$ cat src/iam_cfg.svh
`ifndef IAM_CFG_SVH
`define IAM_CFG_SVH

// Channel count, one per input letter A and B
`define IAM_NCH 2

// Register byte addresses on the APB side
`define IAM_A_CTRL 8'h00
`define IAM_A_KWORD 8'h04
`define IAM_A_ARG 8'h08
`define IAM_A_CMD 8'h0c
`define IAM_A_VALUE 8'h10
`define IAM_A_TXT0 8'h14
`define IAM_A_TXT1 8'h18
`define IAM_A_TXTLEN 8'h1c
`define IAM_A_IRQ_STAT 8'h20
`define IAM_A_IRQ_MASK 8'h24
`define IAM_A_ALARM 8'h28
`define IAM_A_MIN0 8'h2c
`define IAM_A_MIN1 8'h30

// Field positions
`define IAM_CTRL_STCLR 0
`define IAM_CMD_QRY 0
`define IAM_CMD_CHAN 1
`define IAM_CMD_CHAIN 2
`define IAM_CMD_YES 3
`define IAM_IRQ_ERR 2

// Reset values
`define IAM_RST_SP 32'h0000_0000
`define IAM_RST_MASK 3'h0

// Hysteresis of 0.25 in Q16.16 display units
`define IAM_HYST_Q 33'h0_0000_4000

// Answer text buffer depth in characters
`define IAM_TXT_DEPTH 8

// Full four-character keyword forms, first character in the top byte
`define IAM_KW_HIGH_S 32'h4849_4748
`define IAM_KW_LOWE_S 32'h4c4f_5745
`define IAM_KW_HIEN_S 32'h4849_454e
`define IAM_KW_LOEN_S 32'h4c4f_454e
`define IAM_KW_FAUL_S 32'h4641_554c
`define IAM_KW_AUDI_S 32'h4155_4449
`define IAM_KW_ALAR_S 32'h414c_4152
`define IAM_KW_MINI_S 32'h4d49_4e49

// Answer characters
`define IAM_TX_SF 16'h5346
`define IAM_TX_HI 16'h4849
`define IAM_TX_LO 16'h4c4f
`define IAM_TX_NONE 16'h2d2d
`define IAM_TX_YES 24'h594553
`define IAM_TX_NO 16'h4e4f
`define IAM_TX_SEMI 8'h3b
`define IAM_TX_HASH 8'h23
`define IAM_TX_SPACE 8'h20

`endif

$ cat src/iam_pkg.sv
package iam_pkg;

    // Alarm flags of one channel
    typedef struct packed {
        logic fault;
        logic hi;
        logic lo;
    } iam_alarm_t;

    // Filtered measurement of one channel
    typedef struct packed {
        logic valid;
        logic fault;
        logic [31:0] temp;
    } iam_meas_t;

    // Decoded command keyword
    typedef enum logic [3:0] {
        IAM_KW_NONE = 4'h0,
        IAM_KW_HIGH = 4'h1,
        IAM_KW_LOW = 4'h2,
        IAM_KW_HIEN = 4'h3,
        IAM_KW_LOEN = 4'h4,
        IAM_KW_FAULT = 4'h5,
        IAM_KW_AUDIO = 4'h6,
        IAM_KW_ALARM = 4'h7,
        IAM_KW_MIN = 4'h8
    } iam_kw_t;

endpackage

$ cat src/iam_f2q.sv
// Single-precision value to signed Q16.16, saturating
module iam_f2q (
    input wire logic [31:0] f,
    output logic signed [31:0] q
);
    logic [23:0] mant; // Mantissa with hidden one
    logic signed [9:0] sh; // Left shift into Q16.16
    logic [31:0] mag; // Magnitude

    ////////////////////////////////////////////////////////////////////
    // Shift mantissa by biased exponent
    always_comb begin
        mant = {1'b1, f[22:0]};
        sh = $signed({2'b00, f[30:23]}) - 10'sd134;
        mag = 32'h0000_0000;
        if (f[30:23] == 8'h00) begin
            mag = 32'h0000_0000; // Zero and tiny values
        end else if (sh >= 10'sd8) begin
            mag = 32'h7fff_ffff; // Saturate
        end else if (sh >= 10'sd0) begin
            mag = {8'h00, mant} << sh[2:0];
        end else if (sh > -10'sd24) begin
            mag = {8'h00, mant} >> 5'(-sh);
        end
        q = f[31] ? -$signed(mag) : $signed(mag);
    end
endmodule

$ cat src/iam_monitor.sv
`include "iam_cfg.svh"

// Contract
// Status answer is --, SF, HI or LO.
// 0.25 hysteresis before high or low clears.
// Alarms test the filtered temperature only.
// High alarm when above high setpoint, enabled.
// Low alarm when below low setpoint, enabled.
// Setpoints kept and reported in display units.
// Host sends setpoints within twenty characters.
// Setpoints stored and returned as single precision.
// High enable exchanged as YES or NO.
// Low enable exchanged as YES or NO.
// Fault enable YES/NO gates fault alarm.
// Disabled alarm never asserts.
// Buzzer sounds for alarm on audible channel.
// Chained answers kept in order, semicolon separated.
// Four-char keywords; three if fourth vowel.
// Track per-channel minimum since statistics clear.
// Host names channel by index or letter. The code takes only the index, in command bit 1.
// Sensor fault code wins over high/low.
module iam_monitor (
    input wire logic pclk,
    input wire logic presetn,
    input wire logic ce,
    input wire logic psel,
    input wire logic penable,
    input wire logic pwrite,
    input wire logic [7:0] paddr,
    input wire logic [31:0] pwdata,
    output logic [31:0] prdata,
    output logic pready,
    output logic pslverr,
    input wire iam_pkg::iam_meas_t [1:0] meas,
    output wire iam_pkg::iam_alarm_t [1:0] alarm_flags,
    output logic buzzer,
    output logic irq
);
    import iam_pkg::*;

    ////////////////////////////////////////////////////////////////////
    // Declarations
    logic [31:0] kword_r; // Keyword text
    logic [31:0] arg_r; // Setpoint argument bits
    logic [31:0] value_r; // Numeric answer
    logic [31:0] hi_sp_r [`IAM_NCH]; // High setpoints
    logic [31:0] lo_sp_r [`IAM_NCH]; // Low setpoints
    logic [`IAM_NCH-1:0] hi_en_r; // High enables
    logic [`IAM_NCH-1:0] lo_en_r; // Low enables
    logic [`IAM_NCH-1:0] f_en_r; // Fault enables
    logic [`IAM_NCH-1:0] au_en_r; // Audible enables
    iam_alarm_t alm_r [`IAM_NCH]; // Alarm state
    logic [31:0] min_f_r [`IAM_NCH]; // Minimum as float
    logic signed [31:0] min_q_r [`IAM_NCH]; // Minimum as fixed
    logic [`IAM_NCH-1:0] min_v_r; // Minimum holds a sample
    logic [15:0] code [`IAM_NCH]; // Status code per channel
    logic [`IAM_NCH-1:0] ev_alm; // Alarm assert events
    logic [`IAM_NCH-1:0] any_alm; // Any alarm per channel
    logic [7:0] txt_r [`IAM_TXT_DEPTH]; // Answer text
    logic [3:0] len_r; // Text length
    logic [2:0] stat_r; // Sticky interrupt status
    logic [2:0] mask_r; // Interrupt mask
    logic wr; // Write access phase
    logic wr_cmd; // Command execution
    logic stats_clr; // Statistics clear pulse
    logic mapped; // Address decodes
    logic [31:0] rd_mux; // Read data
    iam_kw_t kw; // Decoded keyword
    logic ch; // Command channel
    logic [31:0] ans; // Answer chars, first on top
    logic [2:0] ans_n; // Answer length
    logic cmd_bad; // Rejected command
    logic yn_q; // Answer is YES/NO
    logic yn_v; // Value of that answer

    ////////////////////////////////////////////////////////////////////
    // Bus strobes
    assign pready = ce;
    assign wr = ce && psel && penable && pwrite;
    assign wr_cmd = wr && (paddr == `IAM_A_CMD);
    assign stats_clr = wr && (paddr == `IAM_A_CTRL) && pwdata[`IAM_CTRL_STCLR];
    assign pslverr = psel && penable && !mapped;
    assign ch = pwdata[`IAM_CMD_CHAN];

    ////////////////////////////////////////////////////////////////////
    // Keyword match with optional three-letter form
    function automatic logic kw_hit(input logic [31:0] w, input logic [31:0] full);
        logic vowel;
        vowel = (full[7:0] == 8'h41) || (full[7:0] == 8'h45) || (full[7:0] == 8'h49)
            || (full[7:0] == 8'h4f) || (full[7:0] == 8'h55);
        kw_hit = (w == full) || (vowel && (w[31:8] == full[31:8])
            && ((w[7:0] == `IAM_TX_SPACE) || (w[7:0] == 8'h00)));
    endfunction

    // Keyword decode
    always_comb begin
        kw = IAM_KW_NONE;
        if (kw_hit(kword_r, `IAM_KW_HIGH_S)) kw = IAM_KW_HIGH;
        if (kw_hit(kword_r, `IAM_KW_LOWE_S)) kw = IAM_KW_LOW;
        if (kw_hit(kword_r, `IAM_KW_HIEN_S)) kw = IAM_KW_HIEN;
        if (kw_hit(kword_r, `IAM_KW_LOEN_S)) kw = IAM_KW_LOEN;
        if (kw_hit(kword_r, `IAM_KW_FAUL_S)) kw = IAM_KW_FAULT;
        if (kw_hit(kword_r, `IAM_KW_AUDI_S)) kw = IAM_KW_AUDIO;
        if (kw_hit(kword_r, `IAM_KW_ALAR_S)) kw = IAM_KW_ALARM;
        if (kw_hit(kword_r, `IAM_KW_MINI_S)) kw = IAM_KW_MIN;
    end

    ////////////////////////////////////////////////////////////////////
    // Answer text of the command being executed
    always_comb begin
        ans = 32'h0000_0000;
        ans_n = 3'd0;
        cmd_bad = 1'b0;
        yn_q = 1'b0;
        yn_v = 1'b0;
        if (pwdata[`IAM_CMD_QRY]) begin
            case (kw)
                // Numeric answers leave a marker in the text
                IAM_KW_HIGH, IAM_KW_LOW, IAM_KW_MIN: begin
                    ans = {`IAM_TX_HASH, 24'h00_0000};
                    ans_n = 3'd1;
                end
                IAM_KW_HIEN: begin
                    yn_q = 1'b1;
                    yn_v = hi_en_r[ch];
                end
                IAM_KW_LOEN: begin
                    yn_q = 1'b1;
                    yn_v = lo_en_r[ch];
                end
                IAM_KW_FAULT: begin
                    yn_q = 1'b1;
                    yn_v = f_en_r[ch];
                end
                IAM_KW_AUDIO: begin
                    yn_q = 1'b1;
                    yn_v = au_en_r[ch];
                end
                IAM_KW_ALARM: begin
                    ans = {code[ch], 16'h0000};
                    ans_n = 3'd2;
                end
                default: begin
                    cmd_bad = 1'b1; // Unknown keyword
                end
            endcase
        end else begin
            case (kw)
                IAM_KW_HIGH, IAM_KW_LOW, IAM_KW_HIEN, IAM_KW_LOEN, IAM_KW_FAULT,
                IAM_KW_AUDIO: begin
                    cmd_bad = 1'b0;
                end
                default: begin
                    cmd_bad = 1'b1; // Unknown or query-only keyword
                end
            endcase
        end
        if (yn_q) begin
            ans = yn_v ? {`IAM_TX_YES, 8'h00} : {`IAM_TX_NO, 16'h0000};
            ans_n = yn_v ? 3'd3 : 3'd2;
        end
        // Separator before a chained answer
        if (pwdata[`IAM_CMD_CHAIN] && (ans_n != 3'd0)) begin
            ans = {`IAM_TX_SEMI, ans[31:8]};
            ans_n = ans_n + 3'd1;
        end
        // No room left in the text buffer
        if ((len_r + {1'b0, ans_n}) > 4'(`IAM_TXT_DEPTH)) begin
            cmd_bad = 1'b1;
        end
    end

    ////////////////////////////////////////////////////////////////////
    // Keyword and argument registers
    always_ff @(posedge pclk or negedge presetn) begin
        if (!presetn) begin
            kword_r <= 32'h0000_0000;
            arg_r <= `IAM_RST_SP;
        end else if (wr) begin
            if (paddr == `IAM_A_KWORD) kword_r <= pwdata;
            if (paddr == `IAM_A_ARG) arg_r <= pwdata;
        end
    end

    // Setpoints and enables, written by commands
    always_ff @(posedge pclk or negedge presetn) begin
        if (!presetn) begin
            for (int i = 0; i < `IAM_NCH; i++) begin
                hi_sp_r[i] <= `IAM_RST_SP;
                lo_sp_r[i] <= `IAM_RST_SP;
            end
            hi_en_r <= '0;
            lo_en_r <= '0;
            f_en_r <= '0;
            au_en_r <= '0;
        end else if (wr_cmd && !cmd_bad && !pwdata[`IAM_CMD_QRY]) begin
            case (kw)
                IAM_KW_HIGH: hi_sp_r[ch] <= arg_r;
                IAM_KW_LOW: lo_sp_r[ch] <= arg_r;
                IAM_KW_HIEN: hi_en_r[ch] <= pwdata[`IAM_CMD_YES];
                IAM_KW_LOEN: lo_en_r[ch] <= pwdata[`IAM_CMD_YES];
                IAM_KW_FAULT: f_en_r[ch] <= pwdata[`IAM_CMD_YES];
                IAM_KW_AUDIO: au_en_r[ch] <= pwdata[`IAM_CMD_YES];
                default: begin
                end
            endcase
        end
    end

    // Numeric query answer
    always_ff @(posedge pclk or negedge presetn) begin
        if (!presetn) begin
            value_r <= 32'h0000_0000;
        end else if (wr_cmd && !cmd_bad && pwdata[`IAM_CMD_QRY]) begin
            case (kw)
                IAM_KW_HIGH: value_r <= hi_sp_r[ch];
                IAM_KW_LOW: value_r <= lo_sp_r[ch];
                IAM_KW_MIN: value_r <= min_f_r[ch];
                default: begin
                end
            endcase
        end
    end

    // Answer text buffer, appended in command order
    always_ff @(posedge pclk or negedge presetn) begin
        if (!presetn) begin
            for (int i = 0; i < `IAM_TXT_DEPTH; i++) begin
                txt_r[i] <= 8'h00;
            end
            len_r <= 4'h0;
        end else if (wr && (paddr == `IAM_A_TXTLEN)) begin
            len_r <= 4'h0; // Host consumed the text
        end else if (wr_cmd && !cmd_bad) begin
            for (int i = 0; i < 4; i++) begin
                if (3'(i) < ans_n) begin
                    txt_r[3'(len_r + 4'(i))] <= ans[31 - 8 * i -: 8];
                end
            end
            len_r <= len_r + {1'b0, ans_n};
        end
    end

    ////////////////////////////////////////////////////////////////////
    // Per-channel alarm and statistics logic
    genvar c;
    generate
        for (c = 0; c < `IAM_NCH; c++) begin : g_ch
            logic signed [31:0] tq; // Filtered temperature
            logic signed [31:0] hq; // High setpoint
            logic signed [31:0] lq; // Low setpoint
            logic signed [32:0] tx; // Widened copies
            logic signed [32:0] hx;
            logic signed [32:0] lx;
            iam_alarm_t nxt; // Next alarm state

            iam_f2q u_tq (.f(meas[c].temp), .q(tq));
            iam_f2q u_hq (.f(hi_sp_r[c]), .q(hq));
            iam_f2q u_lq (.f(lo_sp_r[c]), .q(lq));

            assign tx = {tq[31], tq};
            assign hx = {hq[31], hq};
            assign lx = {lq[31], lq};

            // Alarm decision on each filtered sample
            always_comb begin
                nxt = alm_r[c];
                nxt.fault = f_en_r[c] && meas[c].fault;
                if (!hi_en_r[c]) begin
                    nxt.hi = 1'b0;
                end else if (meas[c].valid && (tq > hq)) begin
                    nxt.hi = 1'b1;
                end else if (meas[c].valid && (tx < hx - $signed(`IAM_HYST_Q))) begin
                    nxt.hi = 1'b0;
                end
                if (!lo_en_r[c]) begin
                    nxt.lo = 1'b0;
                end else if (meas[c].valid && (tq < lq)) begin
                    nxt.lo = 1'b1;
                end else if (meas[c].valid && (tx > lx + $signed(`IAM_HYST_Q))) begin
                    nxt.lo = 1'b0;
                end
            end

            // Alarm state register
            always_ff @(posedge pclk or negedge presetn) begin
                if (!presetn) begin
                    alm_r[c] <= '0;
                end else if (ce) begin
                    alm_r[c] <= nxt;
                end
            end

            // Fault wins over high, high over low
            assign code[c] = alm_r[c].fault ? `IAM_TX_SF :
                alm_r[c].hi ? `IAM_TX_HI : alm_r[c].lo ? `IAM_TX_LO : `IAM_TX_NONE;
            assign any_alm[c] = |alm_r[c];
            assign ev_alm[c] = ce && (|nxt) && !any_alm[c];
            assign alarm_flags[c] = alm_r[c];

            // Running minimum, restarted by statistics clear
            always_ff @(posedge pclk or negedge presetn) begin
                if (!presetn) begin
                    min_f_r[c] <= 32'h0000_0000;
                    min_q_r[c] <= 32'sh0000_0000;
                    min_v_r[c] <= 1'b0;
                end else if (ce) begin
                    if (meas[c].valid && (stats_clr || !min_v_r[c] || (tq < min_q_r[c]))) begin
                        min_f_r[c] <= meas[c].temp;
                        min_q_r[c] <= tq;
                        min_v_r[c] <= 1'b1;
                    end else if (stats_clr) begin
                        min_v_r[c] <= 1'b0;
                    end
                end
            end

            a_hi_gate: assert property (
                @(posedge pclk) disable iff (!presetn)
                (ce && !hi_en_r[c]) |=> !alm_r[c].hi)
                else $error("high alarm set while disabled");

            a_hi_set: assert property (
                @(posedge pclk) disable iff (!presetn)
                (ce && meas[c].valid && hi_en_r[c] && (tq > hq)) |=> alm_r[c].hi)
                else $error("high alarm not set above setpoint");

            a_hi_hyst: assert property (
                @(posedge pclk) disable iff (!presetn)
                (ce && hi_en_r[c] && alm_r[c].hi && meas[c].valid
                    && (tx >= hx - $signed(`IAM_HYST_Q))) |=> alm_r[c].hi)
                else $error("high alarm dropped inside hysteresis");

            a_lo_set: assert property (
                @(posedge pclk) disable iff (!presetn)
                (ce && meas[c].valid && lo_en_r[c] && (tq < lq)) ##1 lo_en_r[c]
                    |-> alm_r[c].lo)
                else $error("low alarm not set below setpoint");

            a_fault_code: assert property (
                @(posedge pclk) disable iff (!presetn)
                alm_r[c].fault |-> (code[c] == `IAM_TX_SF))
                else $error("fault code not reported first");

            a_min_track: assert property (
                @(posedge pclk) disable iff (!presetn)
                (ce && meas[c].valid && min_v_r[c] && (tq < min_q_r[c]))
                    |=> (min_f_r[c] == $past(meas[c].temp)))
                else $error("minimum not updated by lower sample");
        end
    endgenerate

    ////////////////////////////////////////////////////////////////////
    // Buzzer from any alarm on an audible channel
    always_ff @(posedge pclk or negedge presetn) begin
        if (!presetn) begin
            buzzer <= 1'b0;
        end else if (ce) begin
            buzzer <= |(any_alm & au_en_r);
        end
    end

    // Sticky status, set wins over write-one clear
    always_ff @(posedge pclk or negedge presetn) begin
        if (!presetn) begin
            stat_r <= 3'h0;
            mask_r <= `IAM_RST_MASK;
        end else if (ce) begin
            stat_r <= (stat_r & ~((wr && (paddr == `IAM_A_IRQ_STAT)) ? pwdata[2:0] : 3'h0))
                | {wr_cmd && cmd_bad, ev_alm};
            if (wr && (paddr == `IAM_A_IRQ_MASK)) mask_r <= pwdata[2:0];
        end
    end

    // Level interrupt
    always_ff @(posedge pclk or negedge presetn) begin
        if (!presetn) begin
            irq <= 1'b0;
        end else if (ce) begin
            irq <= |(stat_r & mask_r);
        end
    end

    ////////////////////////////////////////////////////////////////////
    // Read decode
    always_comb begin
        rd_mux = 32'h0000_0000;
        mapped = 1'b1;
        case (paddr)
            `IAM_A_CTRL: rd_mux = 32'h0000_0000;
            `IAM_A_KWORD: rd_mux = kword_r;
            `IAM_A_ARG: rd_mux = arg_r;
            `IAM_A_CMD: rd_mux = 32'h0000_0000;
            `IAM_A_VALUE: rd_mux = value_r;
            `IAM_A_TXT0: rd_mux = {txt_r[0], txt_r[1], txt_r[2], txt_r[3]};
            `IAM_A_TXT1: rd_mux = {txt_r[4], txt_r[5], txt_r[6], txt_r[7]};
            `IAM_A_TXTLEN: rd_mux = {28'h000_0000, len_r};
            `IAM_A_IRQ_STAT: rd_mux = {29'h0000_0000, stat_r};
            `IAM_A_IRQ_MASK: rd_mux = {29'h0000_0000, mask_r};
            `IAM_A_ALARM: rd_mux = {25'h000_0000, buzzer, alm_r[1], alm_r[0]};
            `IAM_A_MIN0: rd_mux = min_f_r[0];
            `IAM_A_MIN1: rd_mux = min_f_r[1];
            default: mapped = 1'b0;
        endcase
    end

    // Read data captured in the setup cycle
    always_ff @(posedge pclk or negedge presetn) begin
        if (!presetn) begin
            prdata <= 32'h0000_0000;
        end else if (ce && psel && !penable) begin
            prdata <= rd_mux;
        end
    end

    a_kw_short: assert property (
        @(posedge pclk) disable iff (!presetn)
        (kword_r == 32'h4155_4420) |-> (kw == IAM_KW_AUDIO))
        else $error("three-letter keyword not accepted");

    a_txt_grow: assert property (
        @(posedge pclk) disable iff (!presetn)
        (wr_cmd && !cmd_bad) |=> (len_r == 4'($past(len_r) + {1'b0, $past(ans_n)})))
        else $error("answer text not appended");

    a_sp_store: assert property (
        @(posedge pclk) disable iff (!presetn)
        (wr_cmd && !cmd_bad && !pwdata[`IAM_CMD_QRY] && (kw == IAM_KW_HIGH))
            |=> (hi_sp_r[$past(ch)] == $past(arg_r)))
        else $error("high setpoint not stored");

    a_buzz_on: assert property (
        @(posedge pclk) disable iff (!presetn)
        (ce && any_alm[0] && au_en_r[0]) |=> buzzer)
        else $error("buzzer silent on audible alarm");
endmodule

$ cat config.mk
export PLATFORM = sky130hd
export DESIGN_NAME = iam_monitor
export DESIGN_NICKNAME = d
export VERILOG_FILES = /design/src/iam_pkg.sv /design/src/iam_f2q.sv /design/src/iam_monitor.sv
export VERILOG_INCLUDE_DIRS = /design/src
export SDC_FILE = /design/constraint.sdc
export NUM_CORES = 2
export LEC_CHECK = 0
export BUFFER_PORTS_ARGS = -buffer_cell sky130_fd_sc_hd__buf_2
export CAP_MARGIN = 10
export CORE_ASPECT_RATIO = 1.1
export CORE_MARGIN = 4
export CORE_UTILIZATION = 45
export CTS_CLUSTER_DIAMETER = 30
export DETAILED_ROUTE_END_ITERATION = 8
export PLACE_DENSITY = 0.64
export REMOVE_ABC_BUFFERS = 1
export SYNTH_ARGS = -nofsm -noshare
export SYNTH_HDL_FRONTEND = slang
export SYNTH_SLANG_ARGS = --single-unit
$ cat constraint.sdc
create_clock -name pclk -period 8.3 [get_ports pclk]
set_input_delay 0.415 -clock pclk [delete_from_list [all_inputs] [get_ports pclk]]
set_output_delay 0.415 -clock pclk [all_outputs]
set_load 0.01 [all_outputs]
# ---- Word level (Yosys, flattened, before mapping)
# Cells that the tools add are included.
dict set report op_classes {
  mux 135
  n_lt_le_gt_ge 45
  n_eq_ne 32
  shift 12
  add_sub_neg 27
  bitwise 11
  reduce_logical 97
}
# cell n
set op_table {}
lappend op_table {{$mux 32} 43}
lappend op_table {{$mux 64} 10}
lappend op_table {{$bwmux 64} 6}
lappend op_table {{$pmux 32 s11} 1}
lappend op_table {{$eq 32x31->1 const B} 8}
lappend op_table {{$neg 32->32} 6}
lappend op_table {{$shl 24x3->32} 6}
lappend op_table {{$shr 24x5->32} 6}
lappend op_table {{$lt 32x32->1} 4}
lappend op_table {{$demux 8 s3} 4}
lappend op_table {{$pmux 32 s3} 1}
lappend op_table {{$mux 15} 6}
lappend op_table {{$eq 24x23->1 const B} 3}
lappend op_table {{$add 32x16->33 const B} 2}
lappend op_table {{$gt 32x33->1} 2}
lappend op_table {{$lt 32x33->1} 2}
lappend op_table {{$sub 32x16->33 const B} 2}
lappend op_table {{$gt 32x32->1} 2}
lappend op_table {{$logic_not 8->1} 8}
lappend op_table {{$pmux 32 s2} 1}
lappend op_table {{$ge 9x1->1 const B} 6}
lappend op_table {{$ge 9x5->1 const B} 6}
lappend op_table {{$gt 9x6->1 const B} 6}
lappend op_table {{$sub 8x8->9 const B} 6}
lappend op_table {{other kinds (52)} 212}
dict set report totals {
  reg_bits 476
  word_cells 396
  out_inout_bits 42
  in_bits 114
}

# ---- Logic depth before layout (Yosys ltp)
dict set report logic_depth {
  ltp_word 36
  depth_mapped 42
  ltp_nobuf 36
}

# ---- Hierarchy
# From an unflattened synthesis, not the netlist that was laid out.
dict set report unflattened {
  cells_unflattened 6381
  area_unflattened_um2 56207.7
}
# mod cells_per_inst seq_area_each_um2 area_per_inst_um2 n_inst
set modules_own_cells {}
lappend modules_own_cells {iam_monitor 3315 11911.4 32379.8 1}
lappend modules_own_cells {iam_f2q 511 0.0 3971.3 6}

# ---- Worst setup path before layout
# No wires, ideal clock.
dict set report synth_timing {
  path_kind {input -> register}
  startpoint {input meas[58] (netlist bit)}
  endpoint {register min_f_r[25] (netlist bit)}
  setup_time_ns 0.125
  path_slack_ns -0.273
  arrival_time_ns 8.448
  path_stages 25
  path_cell_list {ha_1 clkbuf_1 inv_1 clkbuf_1 ha_1 clkbuf_1 buf_1 mux4_2 mux4_2 and2_1 or3_1 or3_1 or3_1 or3_1 or2_2 o21a_1 ha_1 nand4_1 or4_1 or4_1 o21ai_0 xnor2_1 a31oi_1 clkbuf_1 mux2_2}
}
dict set report synth_between {
  elab_chain_len 13
}
# item line
set synth_rtl {}
lappend synth_rtl {{start, declared} iam_monitor.sv:34} ;# input wire iam_pkg::iam_meas_t [1:0] meas,
lappend synth_rtl {{$sub 8x8->9} iam_f2q.sv:14} ;# sh = $signed({2'b00, f[30:23]}) - 10'sd134;
lappend synth_rtl {{$neg 5->5} iam_f2q.sv:23} ;# mag = {8'h00, mant} >> 5'(-sh);
lappend synth_rtl {{$shr 24x5->32} iam_f2q.sv:23}
lappend synth_rtl {{$mux 32} iam_f2q.sv:22} ;# end else if (sh > -10'sd24) begin
lappend synth_rtl {{$mux 32} iam_f2q.sv:20} ;# end else if (sh >= 10'sd0) begin
lappend synth_rtl {{$mux 32} iam_f2q.sv:18} ;# end else if (sh >= 10'sd8) begin
lappend synth_rtl {{$mux 32 (*)} iam_f2q.sv:16} ;# if (f[30:23] == 8'h00) begin
lappend synth_rtl {{$neg 32->32} iam_f2q.sv:25} ;# q = f[31] ? -$signed(mag) : $signed(mag);
lappend synth_rtl {{$mux 32 (*)} iam_f2q.sv:25}
lappend synth_rtl {{net g_ch[1].tq[31]} iam_monitor.sv:249} ;# logic signed [31:0] tq;
lappend synth_rtl {{$lt 32x32->1 (*)} iam_monitor.sv:308} ;# if (meas[c].valid && (stats_clr || !min_v_r[c] || (tq < min_q_r[c]))) begin
lappend synth_rtl {{$logic_or 1x1->1 (*)} iam_monitor.sv:308}
lappend synth_rtl {{$logic_and 1x1->1 (*)} iam_monitor.sv:308}
lappend synth_rtl {{$reduce_and 2->1 (no source line) (*)} --}
lappend synth_rtl {{end signal, assigned by index} iam_monitor.sv:309} ;# min_f_r[c] <= meas[c].temp;
lappend synth_rtl {{end, declared} iam_monitor.sv:53} ;# logic [31:0] min_f_r [`IAM_NCH];
# Mark *: on every way through the listed nets, which the timed path passes. The rest lies on a longest branch.
# A chain may end at the register's enable or synchronous reset.

# ---- Worst setup path after layout
dict set report layout_timing {
  startpoint {register lo_sp_r[56] (netlist bit)}
  endpoint {register alm_r, in the netlist alarm_flags[0]}
}
dict set report layout_between {
  elab_chain_len 15
}
# item line
set layout_rtl {}
lappend layout_rtl {{start, declared} iam_monitor.sv:47} ;# logic [31:0] lo_sp_r [`IAM_NCH];
lappend layout_rtl {{start signal, assigned by index} iam_monitor.sv:190} ;# lo_sp_r[i] <= `IAM_RST_SP;
lappend layout_rtl {{start signal, assigned by index} iam_monitor.sv:199} ;# IAM_KW_LOW: lo_sp_r[ch] <= arg_r;
lappend layout_rtl {{$sub 8x8->9} iam_f2q.sv:14}
lappend layout_rtl {{$neg 5->5} iam_f2q.sv:23}
lappend layout_rtl {{$shr 24x5->32} iam_f2q.sv:23}
lappend layout_rtl {{$mux 32} iam_f2q.sv:22}
lappend layout_rtl {{$mux 32} iam_f2q.sv:20}
lappend layout_rtl {{$mux 32} iam_f2q.sv:18}
lappend layout_rtl {{$mux 32 (*)} iam_f2q.sv:16}
lappend layout_rtl {{$neg 32->32} iam_f2q.sv:25}
lappend layout_rtl {{$mux 32 (*)} iam_f2q.sv:25}
lappend layout_rtl {{$add 32x16->33} iam_monitor.sv:280} ;# end else if (meas[c].valid && (tx > lx + $signed(`IAM_HYST_Q))) begin
lappend layout_rtl {{$gt 32x33->1} iam_monitor.sv:280}
lappend layout_rtl {{$logic_and 1x1->1} iam_monitor.sv:280}
lappend layout_rtl {{$mux 1} iam_monitor.sv:280}
lappend layout_rtl {{$mux 1 (*)} iam_monitor.sv:278} ;# end else if (meas[c].valid && (tq < lq)) begin
lappend layout_rtl {{$mux 1 (*)} iam_monitor.sv:276} ;# if (!lo_en_r[c]) begin
lappend layout_rtl {{end signal, assigned by index} iam_monitor.sv:290} ;# alm_r[c] <= nxt;
lappend layout_rtl {{end, declared} iam_monitor.sv:52} ;# iam_alarm_t alm_r [`IAM_NCH];
# Every way passes the cells marked *; elsewhere a longest branch is shown, timed or not.

==> key figures <==
Outcome
  • Status: complete, no violations

Detailed routing
  • 1st-iter DRT viols: 5733
  • Drt pass-1 iters: 8
  • DR DRC count: 0
  • Total number of vias: 50100
  • Via/cell ratio: 6.58
  • WL/cell: 27.1 um
  • ANT nets after route: 0
  • Total wire length: 206000 um

Setup path
  • Worst reg-to-reg path cell count: 38
  • R2r setup slk: 0.56 ns
  • Startpoint Class: register
  • Largest fanout on the critical path: 31
  • Worst r2r src: lo_sp_r[56]
  • Slowest cell delay on critical path: 0.48 ns
  • CP required: 8.93 ns
  • Most frequent CP cell: ha_1
  • Slowest CP cell: dfrtp_1
  • Arrival time at the worst endpoint: 8.37 ns
  • RR Endpoint: alarm_flags[0]
  • CP Capture Type: register
  • Crit Path Category: reg2reg

Power
  • Power consumption: 10.0 mW
  • Sw Share: 33.2%
  • Switching power: 3.33 mW
  • Flop pwr share: 32.1%
  • Clock power frac: 43.4%
  • Comb pwr share: 24.5%
  • Peak VDD IR: 0.000193 V
  • Int Pwr: 6.68 mW
  • P_leak: 25.6 nW
  • PD cells: 169 nW/um2

Synthesis
  • Async S/R FF share, synth: 100%
  • Mapped Cells: 5888
  • Ys Warns: 0
  • Number of enable flip-flop cells after synthesis: 0
  • Distinct cells, synth: 115
  • Post-synth top flop: dfrtp_1
  • Yosys reg bits: 476
  • Sequential-to-total area share from yosys stat: 22.8%
  • Syn Area/Cell: 8.87 um2
  • Synth Cell Area: 52300 um2

Min path
  • Hold/Removal Path Class: in2reg
  • Hold Path Sink: kword_r[17]
  • Min-delay src: pwdata[17]
  • Hold depth: 2

Die
  • Die width: 333 um
  • I/O pins: 156
  • Core area: 115000 um2
  • Initial Util: 45.5%
  • Core Rows: 130
  • Die H: 365 um
  • Die ar.: 122000 um2

Finish
  • Area grow syn2layout: 13.5%
  • Fin util: 51.6%
  • Commonest cells after routing, fill and taps aside: nand2_1, dfrtp_1, mux2_2
  • Non-Filler Instances: 7605
  • Layout cells sized above 1: 21.8%
  • Design area: 59300 um2
  • Most common cell after layout, fill and taps aside: nand2_1
  • Final Net Count: 6434

GRT
  • First-pass GRT wire length: 307000 um
  • GR Util met3: 6.72%
  • Busiest grt layer: met2
  • Met1 GRT Util: 42.8%
  • Vias in the first global route: 47900
  • GRT Residual Overflow: 0
  • Largest net degree at the start of global routing: 161
  • Grt met2 use: 50.9%
  • Initial antenna violation count: 4
  • GRT Resource Usage Total: 32.7%

Clock network
  • Number of H-tree levels: 3
  • Clock root buffer: clkbuf_16
  • TritonCTS Buffers: 104
  • CTS tree: yes
  • CTS sink count: 476
  • Clock Path Buffers: 3
  • Worst-Skew Late Latency: 0.72 ns
  • Reg clk slew, reported paths: 0.06 ns

STA
  • Fmax achieved: 0.129 GHz
  • Final setup margin: 0.565 ns
  • Final hold slack: 0.0500 ns
  • Final Cycle Share: 93.2%
  • Min cycle time layout: 7.74 ns
  • Final Max Tran Viols: 0
  • Setup_tns: 0 ns
  • Final setup vio count: 0
  • Rel. slew slack: 15.1%
  • RSZ-0062 raised after global routing: no
  • Final Hold Violating Endpoints: 0
  • Skew final: 0.0706 ns
  • Tightest Pin Transition: 1.27 ns

Placement
  • Hpwl dp: 157000 um
  • Place WS: 0.312 ns
  • Port buffer count: 155
  • Cell Area, Placed: 55200 um2
  • DP Cell Count: 7381
  • RePlAce Congestion: 0.992

Job
  • Number of max-cap violations: 0
## critical path: cells and delay by family (launching register included)
kind,cells,cell delay [ns]
AO/OA/AOI/OAI,13,2.14
XOR/XNOR,2,0.32
adder cells (fa/ha/maj),5,1.23
buffers and inverters,7,1.22
flip-flops,1,0.48
multiplexers,2,0.42
AND/OR/NAND/NOR,9,1.85
## layer usage
metal | routed length, um | vias to the layer above | part of all wire (%)
met2 | 90600 | 2518 | 44
met4 | 13300 | 0 | 6.5
li1 | - | 22500 | -
met3 | 18300 | 525 | 8.9
met5 | 0 | - | 0
met1 | 83900 | 24500 | 41
## how the worst max path moves through the flow
stage / from / endpoint / slack (ns) / cells past startpoint
2_1_floorplan: meas[58] / min_f_r[0] / -3.40 / 21
3_3_place_gp: meas[58] / min_f_r[27] / 0.43 / 23
3_5_place_dp: meas[24] / min_f_r[50] / 0.31 / 29
4_1_cts: hi_sp_r[57] / stat_r[0] / 0.37 / 29
5_1_grt: lo_sp_r[25] / stat_r[1] / 0.07 / 34
6_report: lo_sp_r[56] / alarm_flags[0] / 0.56 / 38
## cells by family after synthesis
kind of cell | after synthesis | synth area share (%)
adders and majority gates | 320 | 7.67
DFF | 476 | 22.8
buffers and inverters | 582 | 4.43
and+or+nand+nor | 1751 | 16.3
muxes | 1017 | 25.4
xor gates and xnor gates | 269 | 4.58
AOI/OAI and AO/OA | 1473 | 18.8
## power by group through the flow
stage          Sequential, mW  Combinational (mW)  Clock, mW
6_report                 3.22                2.45       4.35
5_1_grt                  3.21                2.71       4.49
4_1_cts                  3.19                2.44       4.37
3_5_place_dp             3.22                2.40          0
3_3_place_gp             3.21                2.34          0
2_1_floorplan            2.87                1.63          0
## flip-flops by register name (all words and copies together) (netlist names), 64 cells and up
name,count
min_q_r,64
hi_sp_r,64
min_f_r,64
txt_r,64
lo_sp_r,64
## final cells by class
type / instances / area [um2]
diodes: 2 / 5.00
clock buffers: 127 / 2830
clock inverters: 63 / 881
fillers: 10700 / 55500
inverters: 194 / 728
multi-input cells: 4830 / 38300
flip-flops and latches: 476 / 11900
well taps: 1518 / 1900
repair buffers: 395 / 2790
## synth_stat cells, types with 81 or more instances
| cell | n | area share [%] |
|---|---|---|
| o21ai_0 | 342 | 3.3 |
| a21o_1 | 81 | 1.2 |
| inv_1 | 184 | 1.3 |
| mux2_2 | 443 | 9.5 |
| nor2_1 | 439 | 3.2 |
| nor3_1 | 87 | 0.83 |
| nand4_1 | 95 | 1.1 |
| nand2_1 | 553 | 4.0 |
| nand3_1 | 126 | 1.2 |
| mux4_2 | 201 | 8.7 |
| clkbuf_1 | 263 | 1.9 |
| dfrtp_1 | 476 | 23 |
| xnor2_1 | 161 | 2.7 |
| a21oi_1 | 318 | 3.0 |
| xor2_1 | 103 | 1.7 |
| nor2b_1 | 82 | 0.98 |
| mux2i_1 | 372 | 7.1 |
| ha_1 | 318 | 7.6 |
## repair_timing
item,in CTS,in global routing
resized for setup,0,18
endpoints found under the setup margin,0,4
hold buffers,26,0
buffers inserted,0,6
endpoints found under the hold margin,154,0
(Power assumes the default switching activity.)
